--- config.mk ---
export PLATFORM = sky130hd
export DESIGN_NAME = gbc_bus_cmd_handler
export DESIGN_NICKNAME = d
export VERILOG_FILES = /design/src/verilog/gbc_bus_cmd_handler.v
export VERILOG_INCLUDE_DIRS = /design/src /design/src/include
export SDC_FILE = /design/constraint.sdc
export NUM_CORES = 1
export LEC_CHECK = 0
export ABC_AREA = 1
export ABC_CLOCK_PERIOD_IN_PS = 1500
export BUFFER_PORTS_ARGS = -buffer_cell sky130_fd_sc_hd__buf_2
export CAP_MARGIN = 20
export CORE_ASPECT_RATIO = 1.4
export CORE_UTILIZATION = 53
export DETAILED_ROUTE_END_ITERATION = 10
export PLACE_DENSITY_LB_ADDON = 0.25
export SLEW_MARGIN = 20
export SYNTH_ARGS = -nofsm -noshare
export SYNTH_HDL_FRONTEND = slang
export SYNTH_SLANG_ARGS = --single-unit
--- constraint.sdc ---
create_clock -name pclk -period 1.5 [get_ports pclk]
set_input_delay 0.3 -clock pclk [delete_from_list [all_inputs] [get_ports pclk]]
set_output_delay 0.3 -clock pclk [all_outputs]
set_load 0.02 [all_outputs]
--- src/include/gbc_regs.vh ---
`ifndef GBC_REGS_VH
`define GBC_REGS_VH
// apb register byte offsets
`define GBC_CTRL_OFS      8'h00
`define GBC_STAT_OFS      8'h04
`define GBC_STB_OFS       8'h08
`define GBC_MODE_OFS      8'h0c
`define GBC_CHAN_OFS      8'h10
`define GBC_TIME_OFS      8'h14
`define GBC_ALARM_OFS     8'h18
`define GBC_IOPORT_OFS    8'h1c
`define GBC_SRQ_OFS       8'h20
// ctrl field positions
`define GBC_CTRL_START_BIT 8
`define GBC_CTRL_STOP_BIT  9
// mode field positions
`define GBC_MODE_POLE_LSB  0
`define GBC_MODE_PROG_LSB  4
`define GBC_MODE_DISP_LSB  8
`define GBC_MODE_TRIG_LSB  12
`define GBC_MODE_PFX_BIT   16
`define GBC_MODE_EOI_BIT   17
// bus command bytes (low seven bits)
`define GBC_CMD_GTL       7'h01
`define GBC_CMD_SDC       7'h04
`define GBC_CMD_GET       7'h08
`define GBC_CMD_LLO       7'h11
`define GBC_CMD_DCL       7'h14
`define GBC_CMD_SPE       7'h18
`define GBC_CMD_SPD       7'h19
`define GBC_CMD_UNL       7'h3f
`define GBC_CMD_UNT       7'h5f
`define GBC_GRP_LISTEN    2'h1
`define GBC_GRP_TALK      2'h2
// modes
`define GBC_PROG_STEP     2'h0
`define GBC_PROG_CONT     2'h2
`define GBC_TRIG_START_GET 3'h2
`define GBC_TRIG_STOP_GET  3'h3
// reset / clear values
`define GBC_POLES_RST     3'h2
`define GBC_PROG_RST      2'h0
`define GBC_DISP_RST      3'h0
`define GBC_TRIG_RST      3'h6
`define GBC_PFX_RST       1'h0
`define GBC_EOI_RST       1'h0
`define GBC_FIRST_RST     8'h01
`define GBC_LAST_RST      8'h01
`define GBC_DCHAN_RST     8'h01
`define GBC_SRQ_RST       8'h00
`define GBC_STB_RST       8'h00
`define GBC_ADDR_RST      5'h11
`define GBC_ALARM_RST     24'h000000
`define GBC_IOPORT_RST    4'h0
// settle and interval times held in milliseconds
`define GBC_SETTLE_MS_RST 16'h000a
`define GBC_INTVL_MS_RST  16'h000a
`endif

--- src/verilog/gbc_bus_cmd_handler.v ---
// Register access over APB and the placing of the registers are this design's own decisions.
`timescale 1ns/1ps
`include "gbc_regs.vh"

// Functional notes
// - bytes taken with attention low are decoded as universal or addressed commands
// - bytes with attention high are data, passed on only when addressed to listen
// - device clear erases program memory and resets buffer pointer to first location
// - device clear restores poles, first/last channel, program, display defaults
// - settle and interval times return to ten milliseconds
// - defaults: no service requests, prefixed data, end-or-identify on last byte
// - local lockout locks front panel, only while remote enable already asserted
// - poll enabled, talker, attention released: status byte driven onto data lines
// - poll disable leaves serial poll state and stops presenting status byte
// - status byte reads zero when no status condition bits are set
// - untalk drops talker role, unlisten drops listener role
// - addressed commands act only when listen address matches configured address
// - selected clear erases memory, resets buffer and display pointers
// - selected clear disables alarm, stops alarm timer, port low, channels open
// - selected clear selects channel display, prefixed output, step mode, no requests
// - continuous mode with start-on-trigger: trigger starts scan, run indicator on
// - stop-on-trigger mode: trigger stops scan, run indicator off
// - any valid device command during a scan stops the scan
// - group execute trigger is accepted without listen addressing
// - go-to-local leaves remote mode
// - go-to-local keeps lockout; remote enable release ends lockout and remote
module gbc_bus_cmd_handler (
    // apb slave
    input  wire        pclk,
    input  wire        presetn,
    input  wire        psel,
    input  wire        penable,
    input  wire        pwrite,
    input  wire [7:0]  paddr,
    input  wire [31:0] pwdata,
    output reg  [31:0] prdata,
    output reg         pready,
    output reg         pslverr,
    // accepted bytes from the acceptor handshake (pclk domain)
    input  wire [7:0]  rx_byte,
    input  wire        rx_atn,
    input  wire        rx_strobe,
    // bus management pins, active low, asynchronous
    input  wire        atn_n,
    input  wire        ren_n,
    // device-dependent command parser
    input  wire        cmd_exec_valid,
    output reg  [7:0]  ddc_byte,
    output reg         ddc_strobe,
    // talker data drive toward the bus transceiver
    output reg  [7:0]  talk_byte,
    output reg         talk_oe,
    // interface state
    output reg         remote,
    output reg         lockout,
    output reg         talker,
    output reg         listener,
    output reg         spoll_active,
    output reg         run_led,
    // clear action pulses
    output reg         mem_clear,
    output reg         buf_ptr_rst,
    output reg         disp_ptr_rst,
    output reg         open_all,
    output reg         alarm_off,
    // settings
    output reg  [2:0]  poles,
    output reg  [1:0]  prog_mode,
    output reg  [2:0]  disp_mode,
    output reg  [2:0]  trig_mode,
    output reg         prefix_off,
    output reg         eoi_off,
    output reg  [7:0]  first_chan,
    output reg  [7:0]  last_chan,
    output reg  [7:0]  disp_chan,
    output reg  [15:0] settle_ms,
    output reg  [15:0] interval_ms,
    output reg  [23:0] alarm_time,
    output reg  [3:0]  io_port,
    output reg  [7:0]  srq_mask
);

    ////////////////////////////////////////////////////////////////////////
    // pin synchronisers: a change counts once stages one and two agree
    reg [2:0] atn_sync_reg;
    reg [2:0] ren_sync_reg;
    reg       atn_flt_reg;
    reg       ren_flt_reg;

    always @(posedge pclk or negedge presetn) begin
        if (!presetn) begin
            atn_sync_reg <= 3'h7;
            ren_sync_reg <= 3'h7;
            atn_flt_reg  <= 1'b0;
            ren_flt_reg  <= 1'b0;
        end else begin
            atn_sync_reg <= {atn_sync_reg[1:0], atn_n};
            ren_sync_reg <= {ren_sync_reg[1:0], ren_n};
            // stage zero is never looked at here, only shifted on
            if (atn_sync_reg[1] == atn_sync_reg[2])
                atn_flt_reg <= ~atn_sync_reg[2];
            if (ren_sync_reg[1] == ren_sync_reg[2])
                ren_flt_reg <= ~ren_sync_reg[2];
        end
    end

    ////////////////////////////////////////////////////////////////////////
    // command decode
    wire [6:0] cmd       = rx_byte[6:0];
    wire       cmd_byte  = rx_strobe & rx_atn;
    wire       data_byte = rx_strobe & ~rx_atn;
    wire [4:0] my_addr;
    wire       is_mla    = (cmd[6:5] == `GBC_GRP_LISTEN) && (cmd != `GBC_CMD_UNL);
    wire       is_mta    = (cmd[6:5] == `GBC_GRP_TALK) && (cmd != `GBC_CMD_UNT);
    wire       addr_hit  = (cmd[4:0] == my_addr);

    wire do_dcl = cmd_byte && (cmd == `GBC_CMD_DCL);
    wire do_sdc = cmd_byte && (cmd == `GBC_CMD_SDC) && listener;
    wire do_gtl = cmd_byte && (cmd == `GBC_CMD_GTL) && listener;
    wire do_get = cmd_byte && (cmd == `GBC_CMD_GET);
    wire do_llo = cmd_byte && (cmd == `GBC_CMD_LLO) && ren_flt_reg;
    wire do_clr = do_dcl | do_sdc;

    // trigger only starts from continuous mode with start-on-trigger
    wire get_start = do_get && (prog_mode == `GBC_PROG_CONT) &&
                     (trig_mode == `GBC_TRIG_START_GET);
    wire get_stop  = do_get && (trig_mode == `GBC_TRIG_STOP_GET);

    ////////////////////////////////////////////////////////////////////////
    // apb access: one wait state, answer on the second access cycle
    wire        acc_done = psel & penable & pready;
    wire        wr_en    = acc_done & pwrite;
    wire        mapped   = (paddr <= `GBC_SRQ_OFS) && (paddr[1:0] == 2'h0);
    reg  [4:0]  addr_reg;
    reg  [7:0]  stb_reg;
    reg  [31:0] rd_next;
    reg         sw_start;
    reg         sw_stop;

    assign my_addr = addr_reg;

    // read mux
    always @* begin
        rd_next = 32'h00000000;
        case (paddr)
            `GBC_CTRL_OFS:   rd_next = {27'h0000000, addr_reg};
            `GBC_STAT_OFS:   rd_next = {25'h0000000, ren_flt_reg, run_led, spoll_active,
                                        listener, talker, lockout, remote};
            `GBC_STB_OFS:    rd_next = {24'h000000, stb_reg};
            `GBC_MODE_OFS:   rd_next = {14'h0000, eoi_off, prefix_off, 1'b0, trig_mode, 1'b0,
                                        disp_mode, 2'h0, prog_mode, 1'b0, poles};
            `GBC_CHAN_OFS:   rd_next = {8'h00, disp_chan, last_chan, first_chan};
            `GBC_TIME_OFS:   rd_next = {interval_ms, settle_ms};
            `GBC_ALARM_OFS:  rd_next = {8'h00, alarm_time};
            `GBC_IOPORT_OFS: rd_next = {28'h0000000, io_port};
            `GBC_SRQ_OFS:    rd_next = {24'h000000, srq_mask};
            default:         rd_next = 32'h00000000;
        endcase
    end

    // bus handshake
    always @(posedge pclk or negedge presetn) begin
        if (!presetn) begin
            pready  <= 1'b0;
            pslverr <= 1'b0;
            prdata  <= 32'h00000000;
        end else begin
            pready  <= psel & penable & ~pready;
            pslverr <= psel & penable & ~pready & ~mapped;
            if (psel & penable & ~pready)
                prdata <= pwrite ? 32'h00000000 : rd_next;
        end
    end

    // software scan start and stop strobes
    always @* begin
        sw_start = wr_en && (paddr == `GBC_CTRL_OFS) && pwdata[`GBC_CTRL_START_BIT];
        sw_stop  = wr_en && (paddr == `GBC_CTRL_OFS) && pwdata[`GBC_CTRL_STOP_BIT];
    end

    ////////////////////////////////////////////////////////////////////////
    // settings: software writes, bus clears restore defaults
    // a clear wins over a same-cycle write so the known state is exact
    always @(posedge pclk or negedge presetn) begin
        if (!presetn) begin
            addr_reg    <= `GBC_ADDR_RST;
            stb_reg     <= `GBC_STB_RST;
            poles       <= `GBC_POLES_RST;
            prog_mode   <= `GBC_PROG_RST;
            disp_mode   <= `GBC_DISP_RST;
            trig_mode   <= `GBC_TRIG_RST;
            prefix_off  <= `GBC_PFX_RST;
            eoi_off     <= `GBC_EOI_RST;
            first_chan  <= `GBC_FIRST_RST;
            last_chan   <= `GBC_LAST_RST;
            disp_chan   <= `GBC_DCHAN_RST;
            settle_ms   <= `GBC_SETTLE_MS_RST;
            interval_ms <= `GBC_INTVL_MS_RST;
            alarm_time  <= `GBC_ALARM_RST;
            io_port     <= `GBC_IOPORT_RST;
            srq_mask    <= `GBC_SRQ_RST;
        end else if (do_clr) begin
            poles       <= `GBC_POLES_RST;
            first_chan  <= `GBC_FIRST_RST;
            last_chan   <= `GBC_LAST_RST;
            prog_mode   <= `GBC_PROG_RST;
            disp_mode   <= `GBC_DISP_RST;
            disp_chan   <= `GBC_DCHAN_RST;
            trig_mode   <= `GBC_TRIG_RST;
            settle_ms   <= `GBC_SETTLE_MS_RST;
            interval_ms <= `GBC_INTVL_MS_RST;
            srq_mask    <= `GBC_SRQ_RST;
            prefix_off  <= `GBC_PFX_RST;
            eoi_off     <= `GBC_EOI_RST;
            if (do_sdc) begin
                alarm_time <= `GBC_ALARM_RST;
                io_port    <= `GBC_IOPORT_RST;
            end
        end else if (wr_en) begin
            case (paddr)
                `GBC_CTRL_OFS:   addr_reg <= pwdata[4:0];
                `GBC_STB_OFS:    stb_reg  <= pwdata[7:0];
                `GBC_MODE_OFS: begin
                    poles      <= pwdata[`GBC_MODE_POLE_LSB +: 3];
                    prog_mode  <= pwdata[`GBC_MODE_PROG_LSB +: 2];
                    disp_mode  <= pwdata[`GBC_MODE_DISP_LSB +: 3];
                    trig_mode  <= pwdata[`GBC_MODE_TRIG_LSB +: 3];
                    prefix_off <= pwdata[`GBC_MODE_PFX_BIT];
                    eoi_off    <= pwdata[`GBC_MODE_EOI_BIT];
                end
                `GBC_CHAN_OFS: begin
                    first_chan <= pwdata[7:0];
                    last_chan  <= pwdata[15:8];
                    disp_chan  <= pwdata[23:16];
                end
                `GBC_TIME_OFS: begin
                    settle_ms   <= pwdata[15:0];
                    interval_ms <= pwdata[31:16];
                end
                `GBC_ALARM_OFS:  alarm_time <= pwdata[23:0];
                `GBC_IOPORT_OFS: io_port    <= pwdata[3:0];
                `GBC_SRQ_OFS:    srq_mask   <= pwdata[7:0];
                default:         addr_reg   <= addr_reg;
            endcase
        end
    end

    ////////////////////////////////////////////////////////////////////////
    // clear action pulses, one cycle each
    always @(posedge pclk or negedge presetn) begin
        if (!presetn) begin
            mem_clear    <= 1'b0;
            buf_ptr_rst  <= 1'b0;
            disp_ptr_rst <= 1'b0;
            open_all     <= 1'b0;
            alarm_off    <= 1'b0;
        end else begin
            mem_clear    <= do_clr;
            buf_ptr_rst  <= do_clr;
            disp_ptr_rst <= do_sdc;
            open_all     <= do_sdc;
            alarm_off    <= do_sdc;
        end
    end

    ////////////////////////////////////////////////////////////////////////
    // addressing, remote and lockout
    always @(posedge pclk or negedge presetn) begin
        if (!presetn) begin
            talker   <= 1'b0;
            listener <= 1'b0;
            remote   <= 1'b0;
            lockout  <= 1'b0;
        end else begin
            if (cmd_byte) begin
                if (cmd == `GBC_CMD_UNT)
                    talker <= 1'b0;
                else if (is_mta)
                    talker <= addr_hit;            // other talk address drops us
                if (cmd == `GBC_CMD_UNL)
                    listener <= 1'b0;
                else if (is_mla && addr_hit)
                    listener <= 1'b1;
            end
            if (!ren_flt_reg) begin
                remote  <= 1'b0;
                lockout <= 1'b0;
            end else begin
                if (cmd_byte && is_mla && addr_hit)
                    remote <= 1'b1;
                else if (do_gtl)
                    remote <= 1'b0;
                if (do_llo)
                    lockout <= 1'b1;
            end
        end
    end

    ////////////////////////////////////////////////////////////////////////
    // serial poll; status byte is software-owned and resets to zero
    always @(posedge pclk or negedge presetn) begin
        if (!presetn) begin
            spoll_active <= 1'b0;
            talk_byte    <= 8'h00;
            talk_oe      <= 1'b0;
        end else begin
            if (cmd_byte && (cmd == `GBC_CMD_SPE))
                spoll_active <= 1'b1;
            else if (cmd_byte && (cmd == `GBC_CMD_SPD))
                spoll_active <= 1'b0;
            // drive only with attention released, so commands are never clobbered
            talk_oe   <= spoll_active & talker & ~atn_flt_reg;
            talk_byte <= (spoll_active & talker) ? stb_reg : 8'h00;
        end
    end

    ////////////////////////////////////////////////////////////////////////
    // device-dependent data pass-through and scan run state
    always @(posedge pclk or negedge presetn) begin
        if (!presetn) begin
            ddc_byte   <= 8'h00;
            ddc_strobe <= 1'b0;
            run_led    <= 1'b0;
        end else begin
            ddc_strobe <= data_byte & listener;
            if (data_byte & listener)
                ddc_byte <= rx_byte;
            // any stop source beats a start in the same cycle
            if (do_clr || get_stop || sw_stop || cmd_exec_valid)
                run_led <= 1'b0;
            else if (get_start || sw_start)
                run_led <= 1'b1;
        end
    end

endmodule // gbc_bus_cmd_handler

==> flow_metrics.tcl <==
set metrics [dict create \
    finalCritPeriodShare 1.01 \
    synth_area_leaders "dfrtp_1 51%, nand2_1 16%, dfstp_2 5.8%" \
    worstMarginPinSlew_ns 0.478 \
    clk_pin_slew_ns 0.07 \
    die_area_um2 16000 \
    reg2reg_to "first_chan[2]" \
    avgSynthCellArea_um2 8.40 \
    fin_crit_ns 1.52 \
    port-buffer-count 225 \
    fp-row-count 53 \
    top_regs "prdata: 32 flops, alarm_time: 24 flops" \
    async_flop_share 1.00 \
    grt_pass1_wl_mm 40.9 \
    max_freq_mhz 658 \
    via_per_inst 5.51 \
    fin_worst_skew_ns 0.00908 \
    first_pass_iters 5 \
    rsz0062_at_grt "yes" \
    yosysTopAreaCell "dfrtp_1" \
    setup_viol 8 \
    max_cap_viol_count 0 \
    nNetsFinal 1338 \
    p_per_area_nw_per_um2 1030 \
    yosysWarnings 0 \
    drtAntennaViolNets 0 \
    insertion_delay_ns 0.43 \
    dr_wl_met2_mm 13.4 \
    crit_required_ns 1.85 \
    r2r-start "listener" \
    synth-seq-cells 186 \
    cts_root_buf "clkbuf_16" \
    overflow 0 \
    finalMaxSlewViolations 0 \
    setup_ws_ns -0.0205 \
    num_antenna_cells 0 \
    wl_per_cell_um 18.2 \
    antenna_found_initial 0 \
    finalWeightedCongestion 0.920 \
    arrival_ns 1.87 \
    status "finished, violations left" \
    path_max_fanout 13 \
    ir_drop_v 0.000628 \
    ff2ff_setup_slack_ns -0.02 \
    grtUsageTotal 0.338 \
    min_path_type "input port to register" \
    fp.coreArea_um2 15100 \
    cts_buffers 17 \
    grt_pass1_vias 7896 \
    cts_tree "yes" \
    postSynthCellCount 977 \
    syn_to_final_growth_pct 36.8 \
    synth_flop_cell "dfrtp_1" \
    start_util 0.545 \
    drc 0 \
    synthesis.nets 1035 \
    finalHoldViolCount 0 \
    p_leak_nw 5.99 \
    drt_iter0_markers 524 \
    violations "setup timing" \
    synth_edf_count 0 \
    routed-wl-met3_mm 2.19 \
    worstSetupStartpoint "listener" \
    synth_top_area_frac 0.512 \
    r2r_cells 7 \
    multi_input_area_um2 3250 \
    clock-sinks 186 \
    n_fill_cell 1143 \
    synth_area_um2 8210 \
    io_pins 226 \
    vias 8185 \
    wl_met1_mm 10.3 \
    slew_headroom 0.681 \
    top_layer_used "met4" \
    hold-worst-slack_ns 0.0806 \
    crit_path_end "first_chan[2]" \
    synth_common_cells "347 x nand2_1, 168 x dfrtp_1, 81 x o21ai_1, 79 x nand3_1, 60 x nor2_1" \
    drive_above_1_share 0.346 \
    cts-htree-levels 4 \
    wirelength_mm 27.0 \
    crit_type "register to register" \
    seq_area_frac_synth 0.570 \
    cp-end-kind "register" \
    cts_buffer_depth 2 \
    fp.dieH_um 149 \
    die_x_um 107 \
    grt_max_degree 45 \
    finalPower_mw 11.5 \
    yosysMostFrequentCell "nand2_1" \
    startpoint_type "register" \
    seqCellArea_um2 4680 \
    largest_reg_flops 32 \
    top_register "prdata" \
    dpl.hpwl_mm 18.7 \
    ys_types 31 \
]
## power by group
part           leakage (nW)  total (mW)  internal, mW  switching [mW]
combinational          3.22        1.44         0.494           0.949
sequential             2.48        5.56          5.32           0.241
clock                 0.290        4.53          2.41            2.12
## through the flow
step	instances	setup TNS, ns	instance area [um^2]	setup slack (ns)	utilization
floorplan	977	0	8220	0.00511	-
global placement	1436	-28.73	10200	-0.307	0.677
detailed placement	1436	-33.46	10200	-0.392	0.677
CTS	1474	-0.0663	10900	-0.0196	0.723
global route	1485	-2.38	11200	-0.0758	0.746
finish	1485	-0.0674	11200	-0.0205	0.746
## per-layer routing
metal / GRT usage / vias to the layer above
li1: - / 3758
met1: 0.415 / 3908
met2: 0.570 / 435
met3: 0.0773 / 84
met4: 0.149 / 0
met5: 0 / -
## critical path: stages, from the launching register on
cell	delay (ns)
dfrtp_1	0.40
nand3_2	0.13
a21oi_4	0.11
buf_6	0.16
nor2_4	0.28
clkbuf_16	0.24
nand2_1	0.05
o21ai_1	0.07
## what timing repair did
action                                  in CTS  in global routing
pin swaps                                    8                 10
hold buffers                                 3                  0
hold endpoints to repair                    25                  0
gates cloned                                 2                  7
gates resized for setup                     15                 69
endpoints found under the setup margin      67                124
buffers inserted                             1                  4
## worst min-delay path by stage
stage                 start           end  slack (ns)  depth (start not counted)
global placement    presetn  spoll_active        0.22                          1
detailed placement  presetn   ddc_byte[5]        0.22                          1
global route         rx_atn    ddc_strobe        0.08                          2
CTS                  rx_atn    ddc_strobe        0.08                          2
floorplan           presetn   addr_reg[1]       0.004                          0
finish               rx_atn    ddc_strobe        0.08                          2
## cell usage in the layout, fill, tap and decap left out, types with 2 or more instances in the layout
cell type,instances
and3_1,2
nand2_4,5
nand3_2,3
inv_8,4
inv_1,55
buf_4,66
a21oi_1,16
buf_6,10
dlygate4sd3_1,3
nand2_2,25
nand4_1,9
inv_2,9
clkbuf_16,21
nand4_2,2
nor3_1,4
o21ai_0,40
nor2_1,56
dfrtp_1,168
o21ai_1,90
buf_2,224
buf_12,17
xnor2_1,4
inv_6,6
nand2_1,317
clkbuf_8,2
nor3_2,2
nor2_2,6
o21ai_2,7
nor2_4,12
dfstp_2,18
nor4_1,2
nand3_1,77
## cell families after synthesis
| family | after synthesis | synth area share |
|---|---|---|
| AOI/OAI and AO/OA | 156 | 0.0971 |
| xor gates and xnor gates | 5 | 0.00534 |
| buffers and inverters | 109 | 0.0611 |
| DFF | 186 | 0.570 |
| and+or+nand+nor | 521 | 0.267 |
## final cells by class
cell class	instances	share of cell area
sequential	186	0.417
multi-input combinational	685	0.290
clock inverter	14	0.0133
timing repair buffer	326	0.199
inverter	64	0.0214
clock buffer	18	0.0391
tap	192	0.0214
No activity file was read; power rests on OpenSTA's default activity.
